File: src/common/ams_pkg.sv
// Scheduler constants
package ams_pkg;
   localparam int ADDR_W = 6;
   localparam int PADDR_W = 5;
   // Host register offsets
   localparam logic [5:0] REG_IRQ_ENABLE = 6'h03;
   localparam logic [5:0] REG_WAKE_INTERVAL = 6'h08;
   localparam logic [5:0] REG_PS_THRESH_LO = 6'h10;
   localparam logic [5:0] REG_PS_THRESH_HI = 6'h11;
   localparam logic [5:0] REG_ALS_THRESH_LO = 6'h12;
   localparam logic [5:0] REG_ALS_THRESH_HI = 6'h13;
   localparam logic [5:0] REG_PARAM_WR = 6'h17;
   localparam logic [5:0] REG_COMMAND = 6'h18;
   localparam logic [5:0] REG_RESPONSE = 6'h20;
   localparam logic [5:0] REG_IRQ_FLAGS = 6'h21;
   localparam logic [5:0] REG_RESULT_BASE = 6'h22;
   localparam logic [5:0] REG_RESULT_END = 6'h2e;
   localparam logic [5:0] REG_PARAM_RD = 6'h2e;
   localparam logic [5:0] REG_SEQ_STATE = 6'h30;
   // Parameter memory locations
   localparam logic [4:0] PARAM_CHANNEL_LIST = 5'h01;
   localparam logic [4:0] PARAM_PS_DIVIDER = 5'h0a;
   localparam logic [4:0] PARAM_ALS_DIVIDER = 5'h0b;
   localparam logic [4:0] PARAM_NO_SLEEP = 5'h1b;
   localparam logic [7:0] NO_SLEEP_ON = 8'h01;
   localparam logic [7:0] NO_SLEEP_OFF = 8'h81;
   // Reset values
   localparam logic [7:0] CHANNEL_LIST_RESET = 8'h00;
   localparam logic [7:0] DIVIDER_RESET = 8'h01;
   localparam logic [7:0] WAKE_INTERVAL_RESET = 8'h00;
   localparam logic [7:0] COUNTER_LOAD = 8'h01;
   // Commands
   localparam logic [7:0] CMD_NOP = 8'h00;
   localparam logic [7:0] CMD_RESET = 8'h01;
   localparam logic [7:0] CMD_PS_FORCE = 8'h05;
   localparam logic [7:0] CMD_ALS_FORCE = 8'h06;
   localparam logic [7:0] CMD_BOTH_FORCE = 8'h07;
   localparam logic [7:0] CMD_PS_PAUSE = 8'h09;
   localparam logic [7:0] CMD_ALS_PAUSE = 8'h0a;
   localparam logic [7:0] CMD_BOTH_PAUSE = 8'h0b;
   localparam logic [7:0] CMD_PS_LOOP = 8'h0d;
   localparam logic [7:0] CMD_ALS_LOOP = 8'h0e;
   localparam logic [7:0] CMD_BOTH_LOOP = 8'h0f;
   localparam logic [2:0] OP_QUERY = 3'b100;
   localparam logic [2:0] OP_SET = 3'b101;
   localparam logic [2:0] OP_AND = 3'b110;
   localparam logic [7:0] RESP_INVALID = 8'h80;
   localparam logic [7:0] SEQ_READY = 8'h01;
   localparam logic [7:0] SEQ_BUSY = 8'h02;
   // Interrupt flag bits
   localparam int FLAG_ALS = 0;
   localparam int FLAG_PS = 2;
   localparam int WAKE_BASE_CYCLES = 800;
   typedef enum logic [2:0] {
      ST_IDLE = 3'b000,
      ST_CMD = 3'b001,
      ST_PARAM = 3'b010,
      ST_ISSUE = 3'b011,
      ST_WAIT = 3'b100,
      ST_DONE = 3'b101
   } ams_state_t;
endpackage : ams_pkg

File: src/core/ams_param_ram.sv
// Parameter memory
`timescale 1ns/1ps
module ams_param_ram #(
   parameter int DEPTH_W = 5,
   parameter int WIDTH = 8
) (
   input wire logic core_clk,
   input wire logic rstn,
   input wire logic writeEn,
   input wire logic [DEPTH_W-1:0] writeAddr,
   input wire logic [WIDTH-1:0] writeData,
   input wire logic [DEPTH_W-1:0] readAddr,
   output logic [WIDTH-1:0] readData
);
   logic [WIDTH-1:0] mem [2**DEPTH_W];

   always_ff @(posedge core_clk) begin
      if (writeEn) begin
         mem[writeAddr] <= writeData;
      end
   end

   always_ff @(posedge core_clk or negedge rstn) begin
      if (!rstn) begin
         readData <= '0;
      end else begin
         readData <= mem[readAddr];
      end
   end
endmodule : ams_param_ram

File: src/core/ams_group_counter.sv
// Per-group wake divider
`timescale 1ns/1ps
module ams_group_counter
   import ams_pkg::*;
#(
   parameter int DIV_W = 8
) (
   input wire logic core_clk,
   input wire logic rstn,
   input wire logic load,
   input wire logic step,
   input wire logic [DIV_W-1:0] divider,
   output logic due
);
   logic [DIV_W-1:0] count;
   logic enabled;

   assign enabled = (divider != '0);
   assign due = step && enabled && (count <= DIV_W'(1));

   always_ff @(posedge core_clk or negedge rstn) begin
      if (!rstn) begin
         count <= DIV_W'(COUNTER_LOAD);
      end else if (load) begin
         count <= DIV_W'(COUNTER_LOAD);
      end else if (step && enabled) begin
         count <= due ? divider : count - DIV_W'(1);
      end
   end
endmodule : ams_group_counter

File: src/core/ams_scheduler.sv
// Measurement scheduler core
`timescale 1ns/1ps
//
// Contract
// Loop start commands begin self-timed periodic measurement.
// Each result lands in its own 16-bit register.
// Polling host polls at twice the conversion rate.
// Host sets group rates, wake interval multiples, before loop start.
// Threshold crossing raises an interrupt flag.
// Map order: flags, ambient results, proximity results.
// Sleep between wakes unless no-sleep mode is set.
// Parameter 0x1B: 0x01 no-sleep, 0x81 sleeping.
// Wake only on timer expiry or command write at 0x18.
// Host keeps wake interval long enough after sleep entry.
// Host confirms previous command finished before another.
// Host stops loop by zero interval, waits two periods.
// Forced completion shows as non-zero interrupt flags.
// Register accesses do not wake; command writes do.
// Zero wake interval: forced mode, woken only by commands.
// Non-zero wake interval runs autonomously at that interval.
// Each wake steps separate proximity and ambient counters.
// Proximity group: enabled channels one, two, three in order.
// Ambient group: visible, infrared, auxiliary in order.
// Divider zero never runs the group; one runs it every wake.
// Proximity before ambient on a shared wake, then sleep.
// Host sets the channel enable list before measuring.
// Each successful command bumps a 4-bit wrapping reply counter. NOP and RESET clear it to zero instead.
// Group counters reload their divider after expiring.
module ams_scheduler
   import ams_pkg::*;
#(
   parameter int WAKE_BASE = WAKE_BASE_CYCLES
) (
   input wire logic core_clk,
   input wire logic rstn,
   input wire logic regWrite,
   input wire logic regRead,
   input wire logic [ams_pkg::ADDR_W-1:0] regAddr,
   input wire logic [7:0] regWdata,
   output logic [7:0] regRdata,
   output logic measStart,
   output logic [2:0] measChannel,
   input wire logic measDone,
   input wire logic [15:0] measData,
   output logic seqAwake,
   output logic intAsserted
);
   import ams_pkg::*;

   ams_state_t state;
   logic [7:0] command;
   logic [7:0] paramWr;
   logic [7:0] paramRd;
   logic [7:0] response;
   logic [7:0] wakeInterval;
   logic [7:0] irqEnable;
   logic [7:0] irqFlags;
   logic [15:0] psThresh;
   logic [15:0] alsThresh;
   logic [7:0] channel_enable_list;
   logic [7:0] psDivider;
   logic [7:0] alsDivider;
   logic noSleep;
   logic psLoop;
   logic alsLoop;
   logic cmdPending;
   logic wakePending;
   logic forcedRun;
   logic [5:0] pending;
   logic [2:0] curChan;
   logic [15:0] results [6];
   logic [$clog2(WAKE_BASE+1)-1:0] prescale;
   logic [7:0] tickCount;
   logic [7:0] ramData;

   // Slot order: vis, ir, aux, ps1, ps2, ps3
   function automatic logic [2:0] nextChan(input logic [5:0] m);
      nextChan = 3'h0;
      for (int k = 5; k >= 0; k--) begin
         if (m[(k + 3) % 6]) begin
            nextChan = 3'((k + 3) % 6); // see R18 see R19
         end
      end
   endfunction : nextChan

   function automatic logic hit(input logic [5:0] a, input logic [5:0] b);
      hit = (a == b);
   endfunction : hit

   // Register decode
   wire cmdWrite = regWrite && hit(regAddr, REG_COMMAND);
   wire flagWrite = regWrite && hit(regAddr, REG_IRQ_FLAGS);
   wire inResults = (regAddr >= REG_RESULT_BASE) && (regAddr < REG_RESULT_END);
   wire [5:0] resultOff = regAddr - REG_RESULT_BASE;
   wire [2:0] resultSlot = resultOff[3:1];
   wire [15:0] resultWord = results[resultSlot];
   wire [7:0] resultByte = resultOff[0] ? resultWord[15:8] : resultWord[7:0];

   // Command fields
   wire [2:0] cmdOp = command[7:5];
   wire [4:0] cmdParam = command[4:0];
   wire isParamOp = command[7];
   // Divider and channel-list shadows answer from their registers, which carry reset values
   wire [7:0] ramView = (cmdParam == PARAM_PS_DIVIDER) ? psDivider :
                        (cmdParam == PARAM_ALS_DIVIDER) ? alsDivider :
                        (cmdParam == PARAM_CHANNEL_LIST) ? channel_enable_list : ramData;
   wire [7:0] paramNew = (cmdOp == OP_SET) ? paramWr :
                         (cmdOp == OP_AND) ? (ramView & paramWr) : (ramView | paramWr);
   wire [7:0] paramResult = (cmdOp == OP_QUERY) ? ramView : paramNew;
   wire paramStore = (state == ST_PARAM) && (cmdOp != OP_QUERY);

   // Channel masks from the enable list
   wire [5:0] psMask = {channel_enable_list[2:0], 3'b000};
   wire [5:0] alsMask = {3'b000, channel_enable_list[6:4]};

   // Wake timer
   wire autoOn = (psLoop || alsLoop) && (wakeInterval != 8'h00); // see R15
   wire prescaleEnd = (prescale == ($bits(prescale))'(WAKE_BASE - 1));
   wire wakeExpire = autoOn && prescaleEnd && (tickCount >= wakeInterval - 8'h01);
   wire timerTake = (state == ST_IDLE) && !cmdPending && wakePending;
   wire psDue;
   wire alsDue;
   wire [5:0] dueMask = (psDue ? psMask : 6'h00) | (alsDue ? alsMask : 6'h00);
   wire cmdTake = (state == ST_IDLE) && cmdPending;

   // Command decode
   wire inCmd = (state == ST_CMD) && !isParamOp;
   wire doReset = inCmd && (command == CMD_RESET);
   wire doNop = inCmd && (command == CMD_NOP);
   wire doForce = inCmd && (command >= CMD_PS_FORCE) && (command <= CMD_BOTH_FORCE);
   wire doPause = inCmd && (command >= CMD_PS_PAUSE) && (command <= CMD_BOTH_PAUSE);
   wire doLoop = inCmd && (command >= CMD_PS_LOOP) && (command <= CMD_BOTH_LOOP);
   wire cmdValid = doReset || doNop || doForce || doPause || doLoop;
   wire psSel = command[0];
   wire alsSel = command[1];
   wire loadPs = doLoop && psSel;
   wire loadAls = doLoop && alsSel;
   wire respInc = (doPause || doLoop) || (state == ST_PARAM) || (state == ST_DONE && forcedRun);

   // Result capture and event detection
   wire capture = (state == ST_WAIT) && measDone && !measStart;
   wire capPs = curChan >= 3'd3;
   wire [15:0] capThresh = capPs ? psThresh : alsThresh;
   wire capEvent = forcedRun || (measData > capThresh); // see R5
   wire [7:0] flagSet = (capture && capEvent) ?
                        (capPs ? (irqEnable & 8'h04) : (irqEnable & 8'h01)) : 8'h00;
   wire [7:0] flagClear = flagWrite ? regWdata : 8'h00;

   ams_group_counter #(.DIV_W(8)) u_psCounter (
      .core_clk(core_clk),
      .rstn(rstn),
      .load(loadPs),
      .step(timerTake && psLoop),
      .divider(psDivider),
      .due(psDue)
   );

   ams_group_counter #(.DIV_W(8)) u_alsCounter (
      .core_clk(core_clk),
      .rstn(rstn),
      .load(loadAls),
      .step(timerTake && alsLoop),
      .divider(alsDivider),
      .due(alsDue)
   );

   ams_param_ram #(.DEPTH_W(PADDR_W), .WIDTH(8)) u_paramRam (
      .core_clk(core_clk),
      .rstn(rstn),
      .writeEn(paramStore),
      .writeAddr(cmdParam),
      .writeData(paramNew),
      .readAddr(cmdParam),
      .readData(ramData)
   );

   // Awake outside idle or in no-sleep mode
   assign seqAwake = (state != ST_IDLE) || noSleep; // see R7
   assign intAsserted = |irqFlags;
   assign measChannel = curChan;

   // Host-written registers
   always_ff @(posedge core_clk or negedge rstn) begin
      if (!rstn) begin
         command <= CMD_NOP;
         paramWr <= 8'h00;
         wakeInterval <= WAKE_INTERVAL_RESET;
         irqEnable <= 8'h00;
         psThresh <= 16'h0000;
         alsThresh <= 16'h0000;
      end else if (regWrite) begin
         unique case (regAddr)
            REG_COMMAND: command <= regWdata;
            REG_PARAM_WR: paramWr <= regWdata;
            REG_WAKE_INTERVAL: wakeInterval <= regWdata;
            REG_IRQ_ENABLE: irqEnable <= regWdata;
            REG_PS_THRESH_LO: psThresh[7:0] <= regWdata;
            REG_PS_THRESH_HI: psThresh[15:8] <= regWdata;
            REG_ALS_THRESH_LO: alsThresh[7:0] <= regWdata;
            REG_ALS_THRESH_HI: alsThresh[15:8] <= regWdata;
            default: ;
         endcase
      end
   end

   // Read data path
   always_ff @(posedge core_clk or negedge rstn) begin
      if (!rstn) begin
         regRdata <= 8'h00;
      end else if (regRead) begin
         regRdata <= inResults ? resultByte :
                     (regAddr == REG_COMMAND) ? command :
                     (regAddr == REG_PARAM_WR) ? paramWr :
                     (regAddr == REG_WAKE_INTERVAL) ? wakeInterval :
                     (regAddr == REG_IRQ_ENABLE) ? irqEnable :
                     (regAddr == REG_RESPONSE) ? response :
                     (regAddr == REG_IRQ_FLAGS) ? irqFlags :
                     (regAddr == REG_PARAM_RD) ? paramRd :
                     (regAddr == REG_SEQ_STATE) ? (seqAwake && state != ST_IDLE ?
                                                   SEQ_BUSY : SEQ_READY) : 8'h00;
      end
   end

   // Pending wake sources; a new event wins over its own clear
   always_ff @(posedge core_clk or negedge rstn) begin
      if (!rstn) begin
         cmdPending <= 1'b0;
         wakePending <= 1'b0;
      end else begin
         cmdPending <= cmdWrite || (cmdPending && !cmdTake); // see R9
         wakePending <= autoOn && (wakeExpire || (wakePending && !timerTake));
      end
   end

   // Wake timer
   always_ff @(posedge core_clk or negedge rstn) begin
      if (!rstn) begin
         prescale <= '0;
         tickCount <= 8'h00;
      end else if (!autoOn) begin
         prescale <= '0;
         tickCount <= 8'h00;
      end else if (prescaleEnd) begin
         prescale <= '0;
         tickCount <= wakeExpire ? 8'h00 : tickCount + 8'h01;
      end else begin
         prescale <= prescale + ($bits(prescale))'(1);
      end
   end

   // Set wins over write-one-to-clear
   always_ff @(posedge core_clk or negedge rstn) begin
      if (!rstn) begin
         irqFlags <= 8'h00;
      end else begin
         irqFlags <= ((doReset ? 8'h00 : irqFlags) & ~flagClear) | flagSet;
      end
   end

   // Reply counter
   always_ff @(posedge core_clk or negedge rstn) begin
      if (!rstn) begin
         response <= 8'h00;
      end else if (doNop || doReset) begin
         response <= 8'h00;
      end else if (inCmd && !cmdValid) begin
         response <= RESP_INVALID;
      end else if (respInc) begin
         response <= {4'h0, response[3:0] + 4'h1};
      end
   end

   // Parameter shadows
   always_ff @(posedge core_clk or negedge rstn) begin
      if (!rstn) begin
         paramRd <= 8'h00;
         channel_enable_list <= CHANNEL_LIST_RESET;
         psDivider <= DIVIDER_RESET;
         alsDivider <= DIVIDER_RESET;
         noSleep <= 1'b0;
      end else if (state == ST_PARAM) begin
         paramRd <= paramResult;
         if (paramStore) begin
            unique case (cmdParam)
               PARAM_CHANNEL_LIST: channel_enable_list <= paramNew;
               PARAM_PS_DIVIDER: psDivider <= paramNew;
               PARAM_ALS_DIVIDER: alsDivider <= paramNew;
               PARAM_NO_SLEEP: begin
                  if (paramNew == NO_SLEEP_ON || paramNew == NO_SLEEP_OFF) begin
                     noSleep <= (paramNew == NO_SLEEP_ON);
                  end
               end
               default: ;
            endcase
         end
      end
   end

   // Loop enables
   always_ff @(posedge core_clk or negedge rstn) begin
      if (!rstn) begin
         psLoop <= 1'b0;
         alsLoop <= 1'b0;
      end else if (doReset) begin
         psLoop <= 1'b0;
         alsLoop <= 1'b0;
      end else if (doLoop || doPause) begin
         psLoop <= psSel ? doLoop : psLoop;
         alsLoop <= alsSel ? doLoop : alsLoop;
      end
   end

   // Results
   always_ff @(posedge core_clk or negedge rstn) begin
      if (!rstn) begin
         for (int i = 0; i < 6; i++) begin
            results[i] <= 16'h0000;
         end
      end else if (capture) begin
         results[curChan] <= measData; // see R2
      end
   end

   // Sequencer
   always_ff @(posedge core_clk or negedge rstn) begin
      if (!rstn) begin
         state <= ST_IDLE;
         pending <= 6'h00;
         curChan <= 3'h0;
         forcedRun <= 1'b0;
         measStart <= 1'b0;
      end else begin
         measStart <= 1'b0;
         unique case (state)
            ST_IDLE: begin
               if (cmdPending) begin
                  state <= ST_CMD;
               end else if (timerTake) begin
                  forcedRun <= 1'b0;
                  pending <= dueMask;
                  state <= (dueMask != 6'h00) ? ST_ISSUE : ST_IDLE;
               end
            end
            ST_CMD: begin
               if (isParamOp) begin
                  state <= ST_PARAM;
               end else if (doForce) begin
                  forcedRun <= 1'b1;
                  pending <= (psSel ? psMask : 6'h00) | (alsSel ? alsMask : 6'h00);
                  state <= ST_ISSUE;
               end else begin
                  state <= ST_IDLE;
               end
            end
            ST_PARAM: state <= ST_IDLE;
            ST_ISSUE: begin
               if (pending == 6'h00) begin
                  state <= ST_DONE;
               end else begin
                  curChan <= nextChan(pending); // see R18 see R19
                  measStart <= 1'b1;
                  state <= ST_WAIT;
               end
            end
            ST_WAIT: begin
               if (capture) begin
                  pending[curChan] <= 1'b0;
                  state <= ST_ISSUE;
               end
            end
            ST_DONE: state <= ST_IDLE;
            default: state <= ST_IDLE;
         endcase
      end
   end
endmodule : ams_scheduler

File: config.mk
export PLATFORM = sky130hd
export DESIGN_NAME = ams_scheduler
export DESIGN_NICKNAME = d
export VERILOG_FILES = /design/src/common/ams_pkg.sv /design/src/core/ams_param_ram.sv /design/src/core/ams_group_counter.sv /design/src/core/ams_scheduler.sv
export SDC_FILE = /design/constraint.sdc
export NUM_CORES = 1
export LEC_CHECK = 0
export BUFFER_PORTS_ARGS = -buffer_cell sky130_fd_sc_hd__buf_4
export CAP_MARGIN = 20
export CORE_MARGIN = 2
export CORE_UTILIZATION = 40
export DETAILED_ROUTE_END_ITERATION = 10
export GPL_ROUTABILITY_DRIVEN = 0
export PLACE_DENSITY_LB_ADDON = 0.1
export SYNTH_ARGS = -nofsm -noshare
export SYNTH_HDL_FRONTEND = slang
export SYNTH_SLANG_ARGS = --single-unit
File: constraint.sdc
create_clock -name core_clk -period 8.7 [get_ports core_clk]
set_input_delay 1.74 -clock core_clk [delete_from_list [all_inputs] [get_ports core_clk]]
set_output_delay 1.74 -clock core_clk [all_outputs]
set_load 0.1 [all_outputs]
After elaboration in Yosys (flattened, before gate mapping)
Memories as Yosys holds them, arrays and structs flattened. A register that Yosys moved wholly into a read port is not among the register bits. Index checks and enable logic that the tools add are counted.

Bits in registers: 269. Memory bits (writable): 256. Input bits: 35. Output and inout port bits: 14. Logic and storage cells: 285. Memories: 1.

Memories: u_paramRam.mem (words 32, width 8, rd ports 1, clocked after memory_dff 1, write ports 1, RTL line ams_param_ram.sv:15) `logic [WIDTH-1:0] mem [2**DEPTH_W];`.

Add/subtract/negate cells: 7. $lt $le $gt $ge: 18. Eq/ne operators: 36. Muxes and demuxes: 83. Bitwise logic cells: 12. Reduce and logical (&&, ||, !) cells: 93.

Operators by type and width (count): $mux W8 (29); $bwmux W96 (1); $mux W16 (4); $bmux W16 S3 (1); $demux W16 S3 (1); $mux W6 (7); $logic_and A1 B1 Y1 (38); $eq A6 B5 Y1 const B (6); $mux W3 (12); $eq A6 B6 Y1 const B (4); $reduce_and A2 Y1 (12); $reduce_bool A8 Y1 (3); $sub A8 B1 Y8 const B (3); $mux W10 (2); $pmux W6 S3 (1); $and A8 B8 Y8 (2); $eq A8 B1 Y1 const B (2); $ge A8 B4 Y1 const B (2); $gt A16 B16 Y1 (1); $le A8 B1 Y1 const B (2); $le A8 B4 Y1 const B (2); $mux W1 (16); $eq A3 B3 Y1 const B (5); $logic_or A1 B1 Y1 (13); other kinds (50) (80).

Depth between registers and ports, before layout
Gate-level depths: netlist of run 1.

Depth after elaboration: 13. Gate-level depth with buffers: 12. Gate-level depth less buffers: 12.

Cells and area by module
Synthesis of run 1 repeated with hierarchy kept, for this count alone.

Cells, all modules: 1721. Area, all modules: 24279.5 um^2.

By module, submodules not included: ams_scheduler (instances 1, cells an instance 1174, area an instance 12927.4 um^2, seq. area each 6258.5 um^2); ams_param_ram (instances 1, cells an instance 417, area an instance 10093.4 um^2, seq. area each 7887.6 um^2); ams_group_counter (instances 2, cells an instance 65, area an instance 629.4 um^2, seq. area each 201.4 um^2).

Worst setup path after synthesis of run 1
Ideal clock, no wire load.

Path type: input to register. From: input regAddr[3] (netlist bit). To: register irqFlags[3]. Setup time: 0.120 ns. Data arrival time: 3.568 ns. Required time: 8.580 ns. Setup slack: 5.012 ns. Cell stages on the path: 8. Buffers on the path: 3. Cells stage by stage: clkbuf_1 -> or2_1 -> clkbuf_1 -> nor4_1 -> and2_1 -> clkbuf_1 -> nand2_1 -> and3_1.

Word-level cells in the longest chain between the ends: 6.

Ends and longest elaborated chain: start, declared (RTL line ams_scheduler.sv:38) `input wire logic [ams_pkg::ADDR_W-1:0] regAddr,`; $eq A6 B6 Y1 (RTL line ams_scheduler.sv:87) `hit = (a == b);`; $logic_and A1 B1 Y1 (RTL line ams_scheduler.sv:92) `wire flagWrite = regWrite && hit(regAddr, REG_IRQ_FLAGS);`; $mux W8 (RTL line ams_scheduler.sv:147) `wire [7:0] flagClear = flagWrite ? regWdata : 8'h00;`; $not A8 Y8 (RTL line ams_scheduler.sv:256) `irqFlags <= ((doReset ? 8'h00 : irqFlags) & ~flagClear) | flagSet;`; $and A8 B8 Y8 (RTL line ams_scheduler.sv:256); $or A8 B3 Y8 (RTL line ams_scheduler.sv:256); end signal, assigned (RTL line ams_scheduler.sv:256); end, declared (RTL line ams_scheduler.sv:57) `logic [7:0] irqFlags;`.

Every way passes these cells. A chain may end at the register's enable or synchronous reset.

Worst setup path after layout of run 1
From: register state[1]. To: output seqAwake.

Word-level cells in the longest chain between the ends: 2.

Ends and longest elaborated chain: start, declared (RTL line ams_scheduler.sv:50) `ams_state_t state;`; start signal, assigned (RTL line ams_scheduler.sv:341) `state <= (dueMask != 6'h00) ? ST_ISSUE : ST_IDLE;`; $reduce_bool A3 Y1 (RTL line ams_scheduler.sv:178) `assign seqAwake = (state != ST_IDLE) || noSleep;`; $logic_or A1 B1 Y1 (RTL line ams_scheduler.sv:178); end, declared (RTL line ams_scheduler.sv:45) `output logic seqAwake,`.

Every way passes these cells.

==> flow_metrics.tcl, run 1 <==
set metrics [dict create \
    drt-total-wl_mm 62.9 \
    status "finished clean" \
    area_growth_pct 14.1 \
    relSlewSlack_pct 30.5 \
    start_kind "flip-flop" \
    ys.warnings.count 0 \
    yosysSeqAreaShare_pct 60.7 \
    cts.repair.resized 0 \
    drt-initial-drc-count 967 \
    h-tree-depth 2 \
    p_seq_share_pct 44.9 \
    intPower_w 0.00488 \
    wire_per_inst_um 23.8 \
    cts_buffers 59 \
    synth_edf_count 256 \
    dr_total_vias 14700 \
    postSynthCellCount 1762 \
    coreArea_mm2 0.0591 \
    synth_top_flop_cell "dfrtp_1" \
    grt_max_degree 137 \
    crit_path_max_fanout 15 \
    fin_crit_ns 4.26 \
    yosys.area.top_type "edfxtp_1" \
    r2r_slack_ns 5.03 \
    grt_pass1_vias 14900 \
    powerDensity_mw_per_mm2 242 \
    placed_area_mm2 0.0252 \
    n_antenna_cell 0 \
    die_w_um 249 \
    utilization_pct 46.3 \
    swShare_pct 26.1 \
    fin_skew_ns 0.0201 \
    initial_core_util_pct 40.5 \
    clk-insertion-delay-late_ns 0.63 \
    clkTransAtPathRegs_ns 0.06 \
    tns_ns 0 \
    gr-total-overflow 0 \
    arrival_ns 2.52 \
    drv_slew 0 \
    synth.avg_cell_area_um2 13.6 \
    max_cap_viol_count 0 \
    hold_class "flip-flop to flip-flop" \
    cts-root-buf "clkbuf_16" \
    synth_area_leaders "edfxtp_1, dfrtp_1, mux4_2" \
    rsz0062_at_grt "no" \
    p_switching_w 0.00172 \
    setup_viol 0 \
    p_leak_nw 10.9 \
    synth_cell_types 77 \
    cts_tree "yes" \
    clock.fmax_ghz 0.235 \
    required_ns 6.96 \
    end_kind "output pin" \
    stdcell_area_mm2 0.0274 \
    synth_top_area_share_pct 32.1 \
    synth_common_cells "dfrtp_1, edfxtp_1, nand2_1" \
    ir_worst_vdd_mv 0.137 \
    synthMostInstantiatedCell "dfrtp_1" \
    worst_pin_slew_ns 1.04 \
    drive_above_1_share_pct 23.5 \
    grt_first_pass_wirelength_mm 96.6 \
    synth_nets 1832 \
    synth_area_mm2 0.0240 \
    fp.dieH_um 249 \
    ioPinCount 49 \
    async_reset_ff_share_pct 51.7 \
    post_cts.repair.setup_buffers 0 \
    timing.final.crit_share_pct 49.0 \
    via_per_inst 5.57 \
    numPortBuffers 48 \
    antenna_found_initial 1 \
    drc 0 \
    fill_cells 5206 \
    core.rowCount 89 \
    ys_seq_elements 530 \
    dpl.hpwl_mm 41.6 \
    clock-sinks 530 \
    hold_buffers 0 \
    track_usage_pct 20.5 \
    die_area_mm2 0.0619 \
    cts_buffer_depth 3 \
    total_power_w 0.00661 \
    final_net_count 1887 \
    pwr-share-clk_pct 40.9 \
    pre_cts_ws_ns 3.99 \
    first_pass_iters 7 \
    layout_setup_ws_ns 4.44 \
    ant_nets 0 \
    power_frac_comb_pct 14.2 \
    critPathKind "flip-flop to output pin" \
    hold_viol_final 0 \
]
## power groups by stage
stage	Combinational, W	Sequential [W]	Clock (W)
2_1_floorplan	0.000572	0.00298	0
3_3_place_gp	0.000923	0.00301	0
3_5_place_dp	0.000946	0.00301	0
4_1_cts	0.000950	0.00297	0.00276
5_1_grt	0.00103	0.00297	0.00287
6_report	0.000939	0.00296	0.00270
## cell type report
type / count / area (µm²) / area share (%)
inverters: 38 / 143 / 0.522
clock buffers: 79 / 1590 / 5.82
clock inverters: 31 / 519 / 1.90
multi-input cells: 1114 / 8990 / 32.9
repair buffers: 74 / 583 / 2.13
well taps: 773 / 967 / 3.54
flip-flops and latches: 530 / 14600 / 53.2
## worst paths after layout
check / from / cells after the start / to
max: state[1]$_DFFE_PN0P_ / 3 / seqAwake
min: results[21]$_DFFE_PN0P_ / 2 / results[21]$_DFFE_PN0P_
max reg2reg: state[1]$_DFFE_PN0P_ / 6 / alsDivider[7]$_DFFE_PN0P_
min reg2reg: results[21]$_DFFE_PN0P_ / 2 / results[21]$_DFFE_PN0P_
max in group asynchronous: rstn / 2 / command[0]$_DFFE_PN0P_
min in group asynchronous: rstn / 1 / tickCount[5]$_DFFE_PN0P_
## stage by stage
stage / hold slack, ns / cells
floorplan: 0.440 / 1762
CTS: 0.474 / 2638
global placement: 0.453 / 2528
finish: 0.470 / 2639
global route: 0.484 / 2639
detailed placement: 0.458 / 2528
## layout by cell type, fill, tap and decap left out, types with 35 or more instances in the layout
| cell type | instances |
|---|---|
| ha_1 | 35 |
| mux4_2 | 96 |
| a21oi_1 | 63 |
| buf_4 | 71 |
| edfxtp_1 | 256 |
| clkbuf_16 | 59 |
| inv_1 | 36 |
| nand2_1 | 200 |
| o21ai_0 | 88 |
| mux2_2 | 145 |
| nor2_1 | 120 |
| dfrtp_1 | 267 |
## state kept, by name, indices dropped and copies added (netlist names), 10 cells and up
register and flops:
prescale 10, psThresh 16, alsThresh 16, results 96
u_paramRam.mem 256
## metal layers
metal	global-route usage, %	vias up	share of wire [%]
met3	3.53	94	4.6
met5	0	-	0.021
met2	34.2	332	49
met4	6.13	2	2.6
li1	-	6770	-
met1	27.4	7504	44
## logic make-up (layout without fill, tap and decap cells)
family / Yosys count / after routing / share of synthesized area, %
buffers and inverters: 118 / 222 / 1.98
AO/OA/AOI/OAI: 282 / 282 / 7.40
AND/OR/NAND/NOR: 499 / 499 / 9.87
XOR/XNOR: 19 / 19 / 0.694
flip-flops: 530 / 530 / 60.7
multiplexers: 279 / 279 / 17.5
adder cells (fa/ha/maj): 35 / 35 / 1.83
## worst max-delay path, cell delays in order, from the launching register on
cell and delay, ns:
dfrtp_1 0.53, nor3_1 0.73, nand2_1 0.31, buf_4 0.32
No activity file was read; power rests on OpenSTA's default activity.
==> inputs of run 2 (changes only) <==
clock period = 4 ns   (was 8.7 ns; I/O delays follow)
==> run 2 against run 1 <==
  * Critical path depth grew 7
  * Core utilization is 0.19 points higher
  * Flip-flop and latch count is the same
  * Clock-buffer cell count stayed put
  * First-iteration DRC count is 23% higher
  * Clock power increased by 96%
  * Worst setup slack worse by 3.6 ns
  * Critical endpoint is now tickCount[3]$_DFFE_PN0P_
==> flow_metrics.tcl, run 2 (synthesis gave the netlist of run 1 again) <==
set metrics [dict create \
    cts-root-buf "clkbuf_16" \
    path_cells "or4_1 -> nor4_1 -> xnor2_1 -> ha_1 -> a2111oi_0 -> nor2b_1 -> o21ai_0 -> o211ai_1 -> o21ai_0 -> a21oi_1" \
    globalRouteMet1Util_pct 28.6 \
    numPortBuffers 48 \
    drt-total-wl_mm 64.5 \
    use_met3_pct 3.39 \
    powerDensity_mw_per_mm2 505 \
    cts_buffers 56 \
    dr_total_vias 15100 \
    r2r_end "tickCount[3]$_DFFE_PN0P_" \
    power_frac_comb_pct 15.6 \
    grt.busiest_layer "met2" \
    arrival_ns 3.74 \
    rsz0062_at_grt "no" \
    p_seq_share_pct 46.1 \
    wire_per_inst_um 24.1 \
    track_usage_pct 20.9 \
    gr-total-overflow 0 \
    relSlewSlack_pct 39.1 \
    post_cts.repair.setup_buffers 0 \
    ioPinCount 49 \
    hold_class "primary input to async pin" \
    core.rowCount 89 \
    fill_cells 5255 \
    fin_skew_ns 0.0275 \
    drt-initial-drc-count 1186 \
    critPathKind "flip-flop to flip-flop" \
    tns_ns 0 \
    die_area_mm2 0.0619 \
    stdcell_area_mm2 0.0275 \
    final_common_cell "dfrtp_1" \
    die_w_um 249 \
    top_regs "u_paramRam.mem x256, results x96" \
    max_cap_viol_count 0 \
    crit_end "tickCount[3]$_DFFE_PN0P_" \
    area_growth_pct 14.5 \
    critical-path-max-stage-delay_ns 0.59 \
    p_switching_w 0.00373 \
    setup_viol 0 \
    ant_nets 0 \
    end_kind "flip-flop" \
    required_ns 4.54 \
    status "finished clean" \
    fin_crit_ns 3.20 \
    final_net_count 1924 \
    clkTransAtPathRegs_ns 0.06 \
    timing.final.crit_share_pct 80.1 \
    drc 0 \
    grt_first_pass_wirelength_mm 98.4 \
    clk-insertion-delay-late_ns 0.62 \
    grt_max_degree 99 \
    pwr-share-clk_pct 38.2 \
    swShare_pct 26.9 \
    h-tree-depth 2 \
    regMostFlops "u_paramRam.mem" \
    r2r_cells 10 \
    intPower_w 0.0101 \
    largest_register_ffs 256 \
    layout_common_cells "dfrtp_1, edfxtp_1, nand2_1" \
    crit_path_max_fanout 10 \
    start_kind "flip-flop" \
    dpl.hpwl_mm 42.5 \
    placed_area_mm2 0.0256 \
    hold_buffers 0 \
    hold_viol_final 0 \
    via_per_inst 5.63 \
    antenna_found_initial 1 \
    rr_startpoint "wakeInterval[2]$_DFFE_PN0P_" \
    grt_pass1_vias 15300 \
    met2_usage_pct 33.8 \
    cpMostUsedCell "o21ai_0" \
    cpMaxStageDelayCell "or4_1" \
    drv_slew 0 \
    r2r_slack_ns 0.80 \
    p_leak_nw 11.0 \
    cts_tree "yes" \
    clock-sinks 530 \
    initial_core_util_pct 40.5 \
    coreArea_mm2 0.0591 \
    cts_buffer_depth 3 \
    critPathLaunch "wakeInterval[2]$_DFFE_PN0P_" \
    drive_above_1_share_pct 25.0 \
    worst_pin_slew_ns 0.906 \
    clock.fmax_ghz 0.312 \
    cts.repair.resized 0 \
    fp.dieH_um 249 \
    first_pass_iters 6 \
    ir_worst_vdd_mv 0.385 \
]
## run 2: worst min path at each step
stage | depth (start not counted) | start | end
floorplan | 2 | results[21]$_DFFE_PN0P_ | results[21]$_DFFE_PN0P_
CTS | 1 | rstn | tickCount[1]$_DFFE_PN0P_
finish | 1 | rstn | tickCount[0]$_DFFE_PN0P_
detailed placement | 2 | results[67]$_DFFE_PN0P_ | results[67]$_DFFE_PN0P_
global route | 1 | rstn | tickCount[1]$_DFFE_PN0P_
global placement | 2 | results[67]$_DFFE_PN0P_ | results[67]$_DFFE_PN0P_
## run 2: cell type report
| type | instances | area (µm²) | share of cell area [%] |
|---|---|---|---|
| Clock inverter | 26 | 288 | 1.05 |
| Multi-Input combinational cell | 1114 | 8980 | 32.7 |
| Sequential cell | 530 | 14600 | 53.0 |
| Inverter | 38 | 143 | 0.519 |
| Clock buffer | 79 | 1590 | 5.78 |
| Antenna cell | 1 | 2.50 | 0.00911 |
| Tap cell | 773 | 967 | 3.52 |
| Timing Repair Buffer | 114 | 933 | 3.40 |
## run 2: critical path: cells and delay by family, from the launching register on
family | cells | cell delay (ns)
adders and majority gates | 1 | 0.21
DFF | 1 | 0.44
and+or+nand+nor | 3 | 1.04
AOI/OAI and AO/OA | 5 | 1.32
xor gates and xnor gates | 1 | 0.13
## run 2: power groups by stage
stage,combinational (W),clock (W),sequential [W]
floorplan,0.00124,0,0.00648
global placement,0.00213,0,0.00650
detailed placement,0.00217,0,0.00650
CTS,0.00218,0.00542,0.00639
global route,0.00236,0.00564,0.00641
finish,0.00217,0.00530,0.00640
## run 2: per-stage QoR
stage          instances  utilization (%)  power [W]  setup WS (ns)  hold WS, ns
2_1_floorplan       1762                -    0.00773          0.407        0.440
3_3_place_gp        2568             43.2    0.00863          0.617        0.453
3_5_place_dp        2568             43.2    0.00867          0.601        0.457
4_1_cts             2673             46.4     0.0140          0.801        0.256
5_1_grt             2674             46.4     0.0144          0.577        0.285
6_report            2675             46.4     0.0139          0.798        0.238
## run 2: routing by layer
metal  wire length (µm)  up-vias
li1                   -     6818
met1              28700     7749
met2              30800      384
met3               3010      111
met4               1970        0
met5                  0        -
